$ cat src/pkg/wpc_pkg.sv
package wpc_pkg;

  localparam int unsigned CLK_MHZ = 25;
  localparam int unsigned TB_MAX_MHZ = 20;
  localparam int unsigned TB_DIV = (CLK_MHZ + TB_MAX_MHZ - 1) / TB_MAX_MHZ;
  localparam int unsigned PCI_RST_MIN_CLKS = 30;

  localparam logic [3:0] ADDR_MEM_CTRL = 4'h0;
  localparam logic [3:0] ADDR_WAKE_CFG = 4'h4;
  localparam logic [3:0] ADDR_LED_CFG = 4'h8;

  localparam int unsigned MC_DATA = 0;
  localparam int unsigned MC_CLK = 1;
  localparam int unsigned MC_SEL = 2;
  localparam int unsigned MC_PRESENT = 3;
  localparam int unsigned MC_BUSY = 4;

  localparam int unsigned WC_PHY_POL = 0;
  localparam int unsigned WC_WAKE_POL = 1;
  localparam int unsigned WC_GATE = 2;
  localparam int unsigned WC_TOTEM = 3;
  localparam int unsigned WC_MODE = 4;
  localparam int unsigned WC_PIN_EN = 5;
  localparam int unsigned WC_LINK_MODE = 6;
  localparam int unsigned WC_VALID = 8;
  localparam int unsigned WC_WAKE_MODE = 9;
  localparam int unsigned WC_WAKE_PEND = 10;
  localparam logic [6:0] WAKE_CFG_RST = 7'h00;

  localparam int unsigned LED_FIELD_W = 4;
  localparam int unsigned LED_HIGH_BIT = 2;
  localparam logic [15:0] LED_CFG_RST = 16'h3210;

  localparam logic [8:0] MEM_READ_CMD = 9'h180;
  localparam int unsigned CMD_BITS = 9;
  localparam int unsigned DATA_BITS = 16;

endpackage

$ cat src/hdl/wpc_pin_control.sv
`timescale 1ns/1ns
module wpc_pin_control #(
  parameter int unsigned BOOT_HI_W = 4
) (
  input  wire logic        core_clk,
  input  wire logic        resetn,
  input  wire logic        pciRstN,
  input  wire logic        powerGoodIn,
  input  wire logic [3:0]  avs_address,
  input  wire logic        avs_read,
  input  wire logic        avs_write,
  input  wire logic [31:0] avs_writedata,
  input  wire logic [3:0]  avs_byteenable,
  output logic      [31:0] avs_readdata,
  output logic             avs_waitrequest,
  input  wire logic [3:0]  netStatus,
  input  wire logic        ledRxPinIn,
  input  wire logic        ledTxPinIn,
  output logic      [3:0]  ledOut,
  output logic      [3:0]  ledOe,
  output logic             serialMemSelect,
  input  wire logic        timebaseSelect,
  input  wire logic        timebaseExtClock,
  input  wire logic        wakeFrameDetected,
  input  wire logic        linkChangeDetected,
  output logic             remoteWakeOut,
  output logic             remoteWakeOe,
  output logic             wakeModeIndicator,
  output logic             phyResetOut,
  output logic             pciPinsFloat,
  input  wire logic        bootAccessStart,
  input  wire logic [BOOT_HI_W-1:0] bootAddrHigh,
  output logic      [7:0]  bootAddrShared,
  output logic             bootAddrStrobe
);

  if (BOOT_HI_W < 1 || BOOT_HI_W > 8) begin : g_chk
    $error("BOOT_HI_W must be 1 to 8");
  end

  typedef enum logic [1:0] {LD_IDLE, LD_CMD, LD_DATA} wpc_ld_t;

  typedef struct packed {
    logic        waitReq;
    logic [31:0] readData;
    logic [2:0]  memCtrl;
    logic        memPresent;
    logic [6:0]  wakeCfg;
    logic        cfgValid;
    logic [15:0] ledCfg;
    logic        rstHeld;
    wpc_ld_t     ld;
    logic [4:0]  bitCnt;
    logic        phase;
    logic [8:0]  cmdSh;
    logic [15:0] dataSh;
    logic        ldSel;
    logic        ldClk;
    logic        ldDi;
    logic [1:0]  divCnt;
    logic        extPrev;
    logic        wakePend;
    logic [1:0]  bootPh;
    logic [3:0]  ledOut;
    logic [3:0]  ledOe;
    logic        memSel;
    logic        rwuOut;
    logic        rwuOe;
    logic        wakeInd;
    logic        phyRst;
    logic        pciFloat;
    logic [7:0]  bootAddr;
    logic        bootStrobe;
  } wpc_st_t;

  wpc_st_t st_q;
  wpc_st_t st_d;

  logic       intRst;
  logic       tbTick;
  logic       memActive;
  logic       wakeMode;
  logic [3:0] ledOn;
  logic       wakeLevel;
  logic       wakeDrive;
  logic       hostWrite;

  assign intRst = !pciRstN && powerGoodIn;
  assign tbTick = timebaseSelect ? (timebaseExtClock && !st_q.extPrev)
                                 : (st_q.divCnt == 2'd0);
  assign memActive = (st_q.ld != LD_IDLE) || st_q.memCtrl[wpc_pkg::MC_SEL];
  assign wakeMode = !powerGoodIn &&
                    (st_q.wakeCfg[wpc_pkg::WC_PIN_EN] ||
                     st_q.wakeCfg[wpc_pkg::WC_MODE]);
  assign hostWrite = avs_write && !st_q.waitReq;

  for (genvar i = 0; i < 4; i++) begin : g_led
    assign ledOn[i] = netStatus[st_q.ledCfg[i*wpc_pkg::LED_FIELD_W +: 2]];
  end

  assign wakeLevel = st_q.wakePend ~^ st_q.wakeCfg[wpc_pkg::WC_WAKE_POL];
  assign wakeDrive = st_q.cfgValid &&
                     !(st_q.wakeCfg[wpc_pkg::WC_GATE] && !powerGoodIn);

  always_comb begin
    st_d = st_q;
    // Time base divider and external edge history
    st_d.extPrev = timebaseExtClock;
    if (st_q.divCnt == 2'(wpc_pkg::TB_DIV - 1)) begin
      st_d.divCnt = 2'd0;
    end else begin
      st_d.divCnt = st_q.divCnt + 2'd1;
    end

    // Avalon slave: one wait cycle, then commit
    st_d.waitReq = 1'b1;
    if ((avs_read || avs_write) && st_q.waitReq) begin
      st_d.waitReq = 1'b0;
      st_d.readData = 32'h0000_0000;
      unique case (avs_address)
        wpc_pkg::ADDR_MEM_CTRL: begin
          st_d.readData[wpc_pkg::MC_DATA] = ledTxPinIn;
          st_d.readData[wpc_pkg::MC_CLK] = st_q.memCtrl[wpc_pkg::MC_CLK];
          st_d.readData[wpc_pkg::MC_SEL] = st_q.memCtrl[wpc_pkg::MC_SEL];
          st_d.readData[wpc_pkg::MC_PRESENT] = st_q.memPresent;
          st_d.readData[wpc_pkg::MC_BUSY] = st_q.ld != LD_IDLE;
        end
        wpc_pkg::ADDR_WAKE_CFG: begin
          st_d.readData[6:0] = st_q.wakeCfg;
          st_d.readData[wpc_pkg::WC_VALID] = st_q.cfgValid;
          st_d.readData[wpc_pkg::WC_WAKE_MODE] = wakeMode;
          st_d.readData[wpc_pkg::WC_WAKE_PEND] = st_q.wakePend;
        end
        wpc_pkg::ADDR_LED_CFG: st_d.readData[15:0] = st_q.ledCfg;
        default: st_d.readData = 32'h0000_0000;
      endcase
    end
    if (hostWrite && avs_byteenable[0]) begin
      unique case (avs_address)
        wpc_pkg::ADDR_MEM_CTRL: st_d.memCtrl = avs_writedata[2:0];
        wpc_pkg::ADDR_WAKE_CFG: begin
          st_d.wakeCfg = avs_writedata[6:0];
          st_d.cfgValid = 1'b1;
        end
        wpc_pkg::ADDR_LED_CFG: st_d.ledCfg[7:0] = avs_writedata[7:0];
        default: st_d.cfgValid = st_q.cfgValid;
      endcase
    end
    if (hostWrite && avs_byteenable[1] &&
        avs_address == wpc_pkg::ADDR_LED_CFG) begin
      st_d.ledCfg[15:8] = avs_writedata[15:8];
    end

    // One-word memory read (9 command bits, 16 data bits), paced by the time base
    st_d.rstHeld = intRst;
    unique case (st_q.ld)
      LD_IDLE: begin
        if (st_q.rstHeld && !intRst && pciRstN) begin
          if (st_q.memPresent) begin
            st_d.ld = LD_CMD;
            st_d.ldSel = 1'b1;
            st_d.ldClk = 1'b0;
            st_d.phase = 1'b0;
            st_d.bitCnt = 5'd0;
            st_d.cmdSh = wpc_pkg::MEM_READ_CMD;
            st_d.ldDi = wpc_pkg::MEM_READ_CMD[8];
          end else begin
            st_d.cfgValid = 1'b1;
          end
        end
      end
      LD_CMD: begin
        if (tbTick) begin
          st_d.phase = !st_q.phase;
          st_d.ldClk = !st_q.phase;
          if (st_q.phase) begin
            st_d.cmdSh = {st_q.cmdSh[7:0], 1'b0};
            st_d.ldDi = st_q.cmdSh[7];
            if (st_q.bitCnt == 5'(wpc_pkg::CMD_BITS - 1)) begin
              st_d.ld = LD_DATA;
              st_d.bitCnt = 5'd0;
              st_d.ldDi = 1'b0;
            end else begin
              st_d.bitCnt = st_q.bitCnt + 5'd1;
            end
          end
        end
      end
      LD_DATA: begin
        if (tbTick) begin
          st_d.phase = !st_q.phase;
          st_d.ldClk = !st_q.phase;
          if (!st_q.phase) begin
            st_d.dataSh = {st_q.dataSh[14:0], ledTxPinIn};
          end else if (st_q.bitCnt == 5'(wpc_pkg::DATA_BITS - 1)) begin
            st_d.ld = LD_IDLE;
            st_d.ldSel = 1'b0;
            st_d.wakeCfg = st_q.dataSh[6:0];
            st_d.cfgValid = 1'b1;
          end else begin
            st_d.bitCnt = st_q.bitCnt + 5'd1;
          end
        end
      end
      default: st_d.ld = LD_IDLE;
    endcase

    // Presence flag: last sample while reset low with power good, held after
    if (intRst) begin
      st_d.memPresent = ledRxPinIn;
    end

    // Remote wake request, set wins over reset clear
    if (intRst) begin
      st_d.wakePend = 1'b0;
    end
    if ((wakeMode && wakeFrameDetected) ||
        (st_q.wakeCfg[wpc_pkg::WC_LINK_MODE] && linkChangeDetected)) begin
      st_d.wakePend = 1'b1;
    end

    // Shared LED and serial memory pins
    for (int i = 0; i < 4; i++) begin
      if (st_q.ledCfg[i*wpc_pkg::LED_FIELD_W + wpc_pkg::LED_HIGH_BIT]) begin
        st_d.ledOut[i] = ledOn[i];
        st_d.ledOe[i] = 1'b1;
      end else begin
        st_d.ledOut[i] = 1'b0;
        st_d.ledOe[i] = ledOn[i];
      end
    end
    if (memActive) begin
      st_d.ledOut[0] = (st_q.ld != LD_IDLE) ? st_q.ldDi
                       : st_q.memCtrl[wpc_pkg::MC_DATA];
      st_d.ledOe[0] = 1'b1;
      st_d.ledOut[1] = (st_q.ld != LD_IDLE) ? st_q.ldClk
                       : st_q.memCtrl[wpc_pkg::MC_CLK];
      st_d.ledOe[1] = 1'b1;
      st_d.ledOut[3] = 1'b0;
      st_d.ledOe[3] = 1'b0;
    end
    if (intRst) begin
      st_d.ledOut[1] = 1'b0;
      st_d.ledOe[1] = 1'b0;
    end
    st_d.memSel = (st_q.ld != LD_IDLE) ? st_q.ldSel
                  : st_q.memCtrl[wpc_pkg::MC_SEL];

    // Wake output, indicator, PHY reset, PCI float
    st_d.rwuOut = st_q.wakeCfg[wpc_pkg::WC_TOTEM] ? wakeLevel : 1'b0;
    st_d.rwuOe = wakeDrive &&
                 (st_q.wakeCfg[wpc_pkg::WC_TOTEM] || !wakeLevel);
    st_d.wakeInd = wakeMode;
    st_d.phyRst = intRst ~^ st_q.wakeCfg[wpc_pkg::WC_PHY_POL];
    st_d.pciFloat = !pciRstN;

    // Boot upper address, then strobe rise
    unique case (st_q.bootPh)
      2'd0: begin
        st_d.bootStrobe = 1'b0;
        if (bootAccessStart) begin
          st_d.bootAddr = 8'(bootAddrHigh);
          st_d.bootPh = 2'd1;
        end
      end
      2'd1: begin
        st_d.bootStrobe = 1'b1;
        st_d.bootPh = 2'd2;
      end
      default: begin
        st_d.bootStrobe = 1'b0;
        st_d.bootPh = 2'd0;
      end
    endcase

    // Controller reset while power is good
    if (intRst) begin
      st_d.memCtrl = 3'b000;
      st_d.wakeCfg = wpc_pkg::WAKE_CFG_RST;
      st_d.cfgValid = 1'b0;
      st_d.ledCfg = wpc_pkg::LED_CFG_RST;
      st_d.ld = LD_IDLE;
      st_d.ldSel = 1'b0;
      st_d.ldClk = 1'b0;
      st_d.ldDi = 1'b0;
    end
  end

  always_ff @(posedge core_clk or negedge resetn) begin
    if (!resetn) begin
      st_q <= '0;
      st_q.waitReq <= 1'b1;
      st_q.ledCfg <= wpc_pkg::LED_CFG_RST;
      st_q.wakeCfg <= wpc_pkg::WAKE_CFG_RST;
      st_q.ld <= LD_IDLE;
      st_q.phyRst <= 1'b1;
    end else begin
      st_q <= st_d;
    end
  end

  assign avs_readdata = st_q.readData;
  assign avs_waitrequest = st_q.waitReq;
  assign ledOut = st_q.ledOut;
  assign ledOe = st_q.ledOe;
  assign serialMemSelect = st_q.memSel;
  assign remoteWakeOut = st_q.rwuOut;
  assign remoteWakeOe = st_q.rwuOe;
  assign wakeModeIndicator = st_q.wakeInd;
  assign phyResetOut = st_q.phyRst;
  assign pciPinsFloat = st_q.pciFloat;
  assign bootAddrShared = st_q.bootAddr;
  assign bootAddrStrobe = st_q.bootStrobe;
endmodule // wpc_pin_control

$ cat config.mk
export PLATFORM = sky130hd
export DESIGN_NAME = wpc_pin_control
export DESIGN_NICKNAME = d
export VERILOG_FILES = /design/src/pkg/wpc_pkg.sv /design/src/hdl/wpc_pin_control.sv
export SDC_FILE = /design/constraint.sdc
export NUM_CORES = 1
export LEC_CHECK = 0
export ABC_AREA = 1
export BUFFER_PORTS_ARGS = -buffer_cell sky130_fd_sc_hd__buf_2
export CORE_ASPECT_RATIO = 1.75
export CORE_MARGIN = 3
export CORE_UTILIZATION = 36
export DETAILED_ROUTE_END_ITERATION = 8
export SLEW_MARGIN = 5
export SYNTH_ARGS = -nofsm -noshare
export SYNTH_HDL_FRONTEND = slang
export SYNTH_SLANG_ARGS = --single-unit
export TNS_END_PERCENT = 1
$ cat constraint.sdc
create_clock -name core_clk -period 4.8 [get_ports core_clk]
set_input_delay 0.24 -clock core_clk [delete_from_list [all_inputs] [get_ports core_clk]]
set_output_delay 0.24 -clock core_clk [all_outputs]
set_load 0.03 [all_outputs]
==> results of run 1 <==
==> metrics by stage <==
stage	setup slack, ns	cells	utilization, %	hold slack (ns)	instance area (sq um)
after CTS	2.86	815	41.3	0.0127	5370
final	2.88	816	41.3	0.0196	5370
after global routing	2.72	815	41.3	0.0192	5370
after global placement	2.90	798	38.9	0.171	5060
after detailed placement	2.89	798	38.9	0.176	5060
after floorplan	3.17	604	-	-0.0556	4860
==> flip-flops by register name, indices dropped and copies added (netlist names) <==
register,count
pciPinsFloat,1
avs_waitrequest,1
st_q,54
ledOe,4
serialMemSelect,1
bootAddrShared,4
remoteWakeOut,1
ledOut,4
bootAddrStrobe,1
phyResetOut,1
remoteWakeOe,1
avs_readdata,16
wakeModeIndicator,1
==> synthesized netlist by cell type (3+ instances only) <==
master and n:
nand2_1 169, dfrtp_1 84, inv_1 64, buf_4 51, nand3_1 38, nor2_1 38, o21ai_0 32, a21oi_1 18
nor2_4 9, nand4_1 8, ha_1 7, nand2_2 7, dfstp_2 6, inv_2 6, mux2_2 4, nand2_4 4
o211ai_1 4, o31ai_1 4, xor2_1 4, nand3_2 3, nor2_2 3, o21ai_1 3, o22ai_1 3
==> cell usage in the layout, fill, tap and decap left out, types with 2 or more instances in the layout <==
cell,instances
nand3_2,3
clkbuf_1,2
nand4_1,8
nand2_1,169
o31ai_1,4
o21ai_0,31
nor2_4,9
nand2_4,4
dfstp_2,6
conb_1,20
nor2_2,3
inv_1,64
inv_2,6
dfrtp_1,84
nand2_2,7
nor3_1,2
ha_1,7
a21oi_1,18
nor2_1,38
o22ai_1,3
o211ai_1,4
o21ai_1,4
buf_2,77
mux2_2,4
nand3_1,38
a31oi_1,2
xor2_1,4
buf_4,3
clkbuf_16,9
==> power by group through the flow <==
stage / clock network (W) / registers [W] / logic [W]
after detailed placement: 0 / 0.000966 / 0.000787
after global routing: 0.000765 / 0.000967 / 0.000875
after global placement: 0 / 0.000962 / 0.000769
after CTS: 0.000731 / 0.000954 / 0.000791
final: 0.000708 / 0.000954 / 0.000786
after floorplan: 0 / 0.000963 / 0.000634
==> worst max-delay path by stage <==
stage	end	cells after the start	slack [ns]	startpoint
after floorplan	st_q[58]	12	3.17	st_q[58]
after global placement	ledOut[1]	6	2.90	st_q[63]
after detailed placement	ledOut[1]	6	2.89	st_q[63]
after CTS	ledOut[1]	6	2.86	st_q[63]
after global routing	ledOut[3]	6	2.72	st_q[63]
final	ledOut[1]	6	2.88	st_q[63]
==> worst max-delay path, cell delays in order, from the launching register on <==
cell,delay [ns]
dfrtp_1,0.41
inv_1,0.10
ha_1,0.40
inv_1,0.22
nor2_1,0.41
nand4_1,0.15
a31oi_1,0.15
==> repair_timing <==
action,4_1_cts,5_1_grt
gates resized for setup,0,0
setup endpoints to repair,0,0
hold buffers,1,0
buffers inserted,0,0
endpoints found under the hold margin,25,0
==> final cells by class <==
type,instances,area (sq um),share of cell area (%)
clock buffer,12,246,4.59
sequential,90,2260,42.1
multi-input combinational,386,1910,35.5
tap,171,214,3.99
clock inverter,4,51.3,0.955
antenna,1,2.50,0.0466
timing repair buffer,81,418,7.78
inverter,71,272,5.06
==> cell families after synthesis <==
logic type               share of synthesized area (%)
flip-flops                                        47.2
XOR/XNOR                                         0.732
adder cells (fa/ha/maj)                           1.83
multiplexers                                     0.941
other                                           0.0783
AND/OR/NAND/NOR                                   27.0
buffers and inverters                             14.5
AO/OA/AOI/OAI                                     7.76
==> metal layers <==
| layer | share of wire [%] | wire, microns |
|---|---|---|
| met5 | 0.29 | 33 |
| met4 | 2.5 | 280 |
| met3 | 6.0 | 679 |
| met2 | 55 | 6270 |
| met1 | 36 | 4110 |
==> qor.csv, run 1 <==
metric,value,unit
clockRootBuffer,clkbuf_16,
ys_warn_count,0,
synth_top_area_share,43.9,%
die_h,159,microns
status,"finished, final reports clean",
rsz0062_at_grt,no,
crit_path_start_kind,flip-flop,
firstDrtPassIters,4,
grt_max_degree,65,
ant_nets,0,
p_sw,0.000910,W
worst_pin_slew,0.814,ns
grtUsageMet2,30.0,%
synth_edf_count,0,
setup_violations,0,
top_usage_layer,met2,
crit_arrival,2.18,ns
path_clk_slew,0.07,ns
power_density,456,mW/mm^2
timing.rr.start,st_q[63],
fin_total_pwr,0.00245,W
clock_latency,0.34,ns
finalNetCount,707,
num_rows,55,
antenna_found_initial,3,
drive_gt1_share,21.4,%
viasPerCell,4.66,
area_delta_synth_final,12.1,%
ys_top_cells_by_area,"dfrtp_1 44%, nand2_1 13%, buf_4 8.0%, inv_1 5.0%, nand3_1 4.0%",
synth_cell_types,34,
max_freq,521,MHz
routedWlPerCell,13.9,microns
grt_pass1_wl,18300,microns
required,5.06,ns
numPortBuffers,78,
switching_share,37.2,%
fin_crit,1.92,ns
r2r-end,ledOut[1],
grt_util_met1,15.9,%
syn_inst,585,
gr-total-overflow,0,
period_share,40.0,%
clockPowerShare,28.9,%
power_frac_seq,39.0,%
critPathMaxFanout,10,
ys.flop_type,dfrtp_1,
r2r_cells,6,
drt_iter0_drc,145,
coreArea,0.0130,sq mm
drc,0,
clock_skew,0.00810,ns
start_util,36.8,%
hold_start,timebaseExtClock,
fillCellCount,1330,
dieArea,0.0148,sq mm
vdd_drop_max,170,uV
hpwl,8780,microns
max_slew_margin,45.8,%
grt_usage,16.0,%
cts_tree,built,
hold_violations,0,
grt_pass1_vias,3927,
internal-power,0.00154,W
die_x,93.2,microns
whs_endpoint,st_q[26],
synth_area,0.00479,sq mm
fin_tns_setup,0,ns
h-tree-depth,3,
yosys.area.top_type,dfrtp_1,
synth.avg_cell_area,8.19,sq um
ys_seq_area_share,47.2,%
place_congestion,0.878,
min_path_type,in2reg,
routed_wl,11400,microns
async_flop_share,100,%
vias,3806,
holdPathStages,1,
comb_power_share,32.1,%
io_pins,117,
p_leak,2.94,nW
cts_max_path_buffers,2,
global_route.usage.met3,3.97,%
cts_buffers,9,
critPathKind,reg2reg,
slew_viol_final,0,
clkSinkCount,90,
reg2reg_slack,2.88,ns
drv_cap,0,
endpoint_kind,flip-flop,
synth_seq_cells,90,
No activity file was read; power rests on OpenSTA's default activity.
==> run 2: changes to the inputs <==
--- a/config.mk
+++ b/config.mk
@@ -5,7 +5,7 @@
 export SDC_FILE = /design/constraint.sdc
 export NUM_CORES = 1
 export LEC_CHECK = 0
-export ABC_AREA = 1
+export ABC_AREA = 0
 export BUFFER_PORTS_ARGS = -buffer_cell sky130_fd_sc_hd__buf_2
 export CORE_ASPECT_RATIO = 1.75
 export CORE_MARGIN = 3
==> constraint.sdc (replaced) <==
create_clock -name core_clk -period 1.57 [get_ports core_clk]
set_input_delay 0.0785 -clock core_clk [delete_from_list [all_inputs] [get_ports core_clk]]
set_output_delay 0.0785 -clock core_clk [all_outputs]
set_load 0.03 [all_outputs]
==> qor.csv, run 2 <==
metric,value,unit
status,"finished, violations left",
violations,setup timing,
vdd_drop_max,493,uV
endpoint_kind,flip-flop,
clockRootBuffer,clkbuf_16,
reg2reg_slack,-0.17,ns
fin_crit,1.74,ns
slew_viol_final,0,
drv_cap,0,
synthTopCellsByCount,"84 x dfrtp_1, 49 x buf_4, 30 x nand2_1, 23 x a22o_1, 22 x o21ai_1",
final_cell_mix,"84 x dfrtp_1, 77 x buf_2, 45 x buf_4",
clock_skew,0.00796,ns
start_util,36.9,%
numPortBuffers,78,
fin_total_pwr,0.00723,W
dieArea,0.0137,sq mm
synth_top_area_share,47.5,%
firstDrtPassIters,4,
max_freq,574,MHz
min_path_type,in2reg,
ys.flop_type,dfrtp_1,
post-place-ws,-0.192,ns
synth_edf_count,0,
finalNetCount,588,
routedWlPerCell,15.7,microns
ys_seq_area_share,51.1,%
critPathKind,reg2reg,
setup_violations,27,
die_h,153,microns
io_pins,117,
largest_register_ffs,54,
synth_cell_types,56,
path_clk_slew,0.07,ns
ys_warn_count,0,
hpwl,8230,microns
yosys.area.top_type,dfrtp_1,
vias,3325,
r2r_cells,6,
coreArea,0.0120,sq mm
cts_buffers,9,
antenna_found_initial,1,
rsz0062_at_grt,yes,
regMostFlops,st_q,
async_flop_share,100,%
area_delta_synth_final,30.8,%
ys_top_cells_by_area,"dfrtp_1 48%, buf_4 8.3%, a22o_1 4.6%, dfstp_2 3.6%, mux2i_1 3.4%",
synth_area,0.00442,sq mm
whs_endpoint,st_q[67],
clkSinkCount,90,
crit_arrival,1.99,ns
clock_latency,0.34,ns
num_rows,53,
cts_max_path_buffers,2,
final_common_cell,dfrtp_1,
hold_violations,0,
drt_iter0_drc,114,
die_x,89.8,microns
period_share,111,%
viasPerCell,4.82,
routed_wl,10800,microns
h-tree-depth,3,
r2r-end,st_q[61],
ant_nets,0,
timing.rr.start,st_q[28],
fin_ws,-0.173,ns
crit_path_start_kind,flip-flop,
syn_inst,401,
drc,0,
antennaDiodeCount,0,
grt_pass1_vias,3547,
place_congestion,0.855,
power_density,1250,mW/mm^2
grt_usage,16.2,%
worst_pin_slew,0.563,ns
cts_tree,built,
setup.worst_path.start,st_q[28],
hold_start,avs_writedata[1],
synth_most_common_cell,dfrtp_1,
utilization,48.2,%
grt_pass1_wl,17800,microns
holdPathStages,2,
grt_max_degree,34,
synth_seq_cells,90,
max_slew_margin,62.2,%
critPathMaxFanout,4,
required,1.82,ns
p_leak,2.76,nW
gr-total-overflow,0,
drive_gt1_share,37.0,%
fin_tns_setup,-1.52,ns
synth.avg_cell_area,11.0,sq um
-- run 2: cell families after synthesis --
| group | synth area share (%) |
|---|---|
| AO/OA/AOI/OAI | 14.8 |
| adder cells (fa/ha/maj) | 1.98 |
| multiplexers | 8.74 |
| AND/OR/NAND/NOR | 12.2 |
| buffers and inverters | 10.7 |
| XOR/XNOR | 0.396 |
| other | 0.0848 |
| flip-flops | 51.1 |
-- run 2: final cells by class --
| class | instances | area (sq um) |
|---|---|---|
| sequential | 90 | 2260 |
| timing repair buffer | 150 | 1030 |
| clock inverter | 7 | 101 |
| clock buffer | 9 | 225 |
| inverter | 15 | 56.3 |
| multi-input combinational | 254 | 1900 |
| tap | 165 | 206 |
| fill | 1087 | 6220 |
-- run 2: worst max-delay path: stages, from the launching register on --
cell	delay [ns]
dfrtp_1	0.38
or4b_4	0.54
nand2_4	0.10
buf_12	0.11
o211ai_4	0.08
or2_4	0.27
o31ai_4	0.18
-- run 2: metal layers --
metal	routed length [microns]	GRT usage [%]	up-vias
met5	13	0	-
met4	320	7.31	2
met3	442	3.66	23
li1	-	-	1595
met1	4140	17.4	1615
met2	5920	30.0	90
-- run 2: worst max-delay path by stage --
stage,endpoint,cells after the start
after global placement,st_q[61],6
after global routing,st_q[61],6
after detailed placement,st_q[61],6
after floorplan,st_q[32],4
final,st_q[61],6
after CTS,st_q[61],6
-- run 2: metrics by stage --
step	std cells	hold WS (ns)	instance area [sq um]
2_1_floorplan	420	-0.217	4520
3_3_place_gp	648	0.0667	5080
3_5_place_dp	648	0.0754	5080
4_1_cts	688	0.00362	5700
5_1_grt	690	0.00674	5790
6_report	690	0.0253	5790
-- run 2: power by group --
group | internal, W | switching [W]
logic | 0.00100 | 0.00120
registers | 0.00255 | 0.000133
clock network | 0.00141 | 0.000933
total | 0.00496 | 0.00227
-- run 2: repair_timing --
item	in CTS	in global routing
buffers inserted	0	2
hold endpoints to repair	48	0
hold buffers	24	0
endpoints found under the setup margin	31	34
gates resized for setup	8	16
gates cloned	0	0
pin swaps	4	5
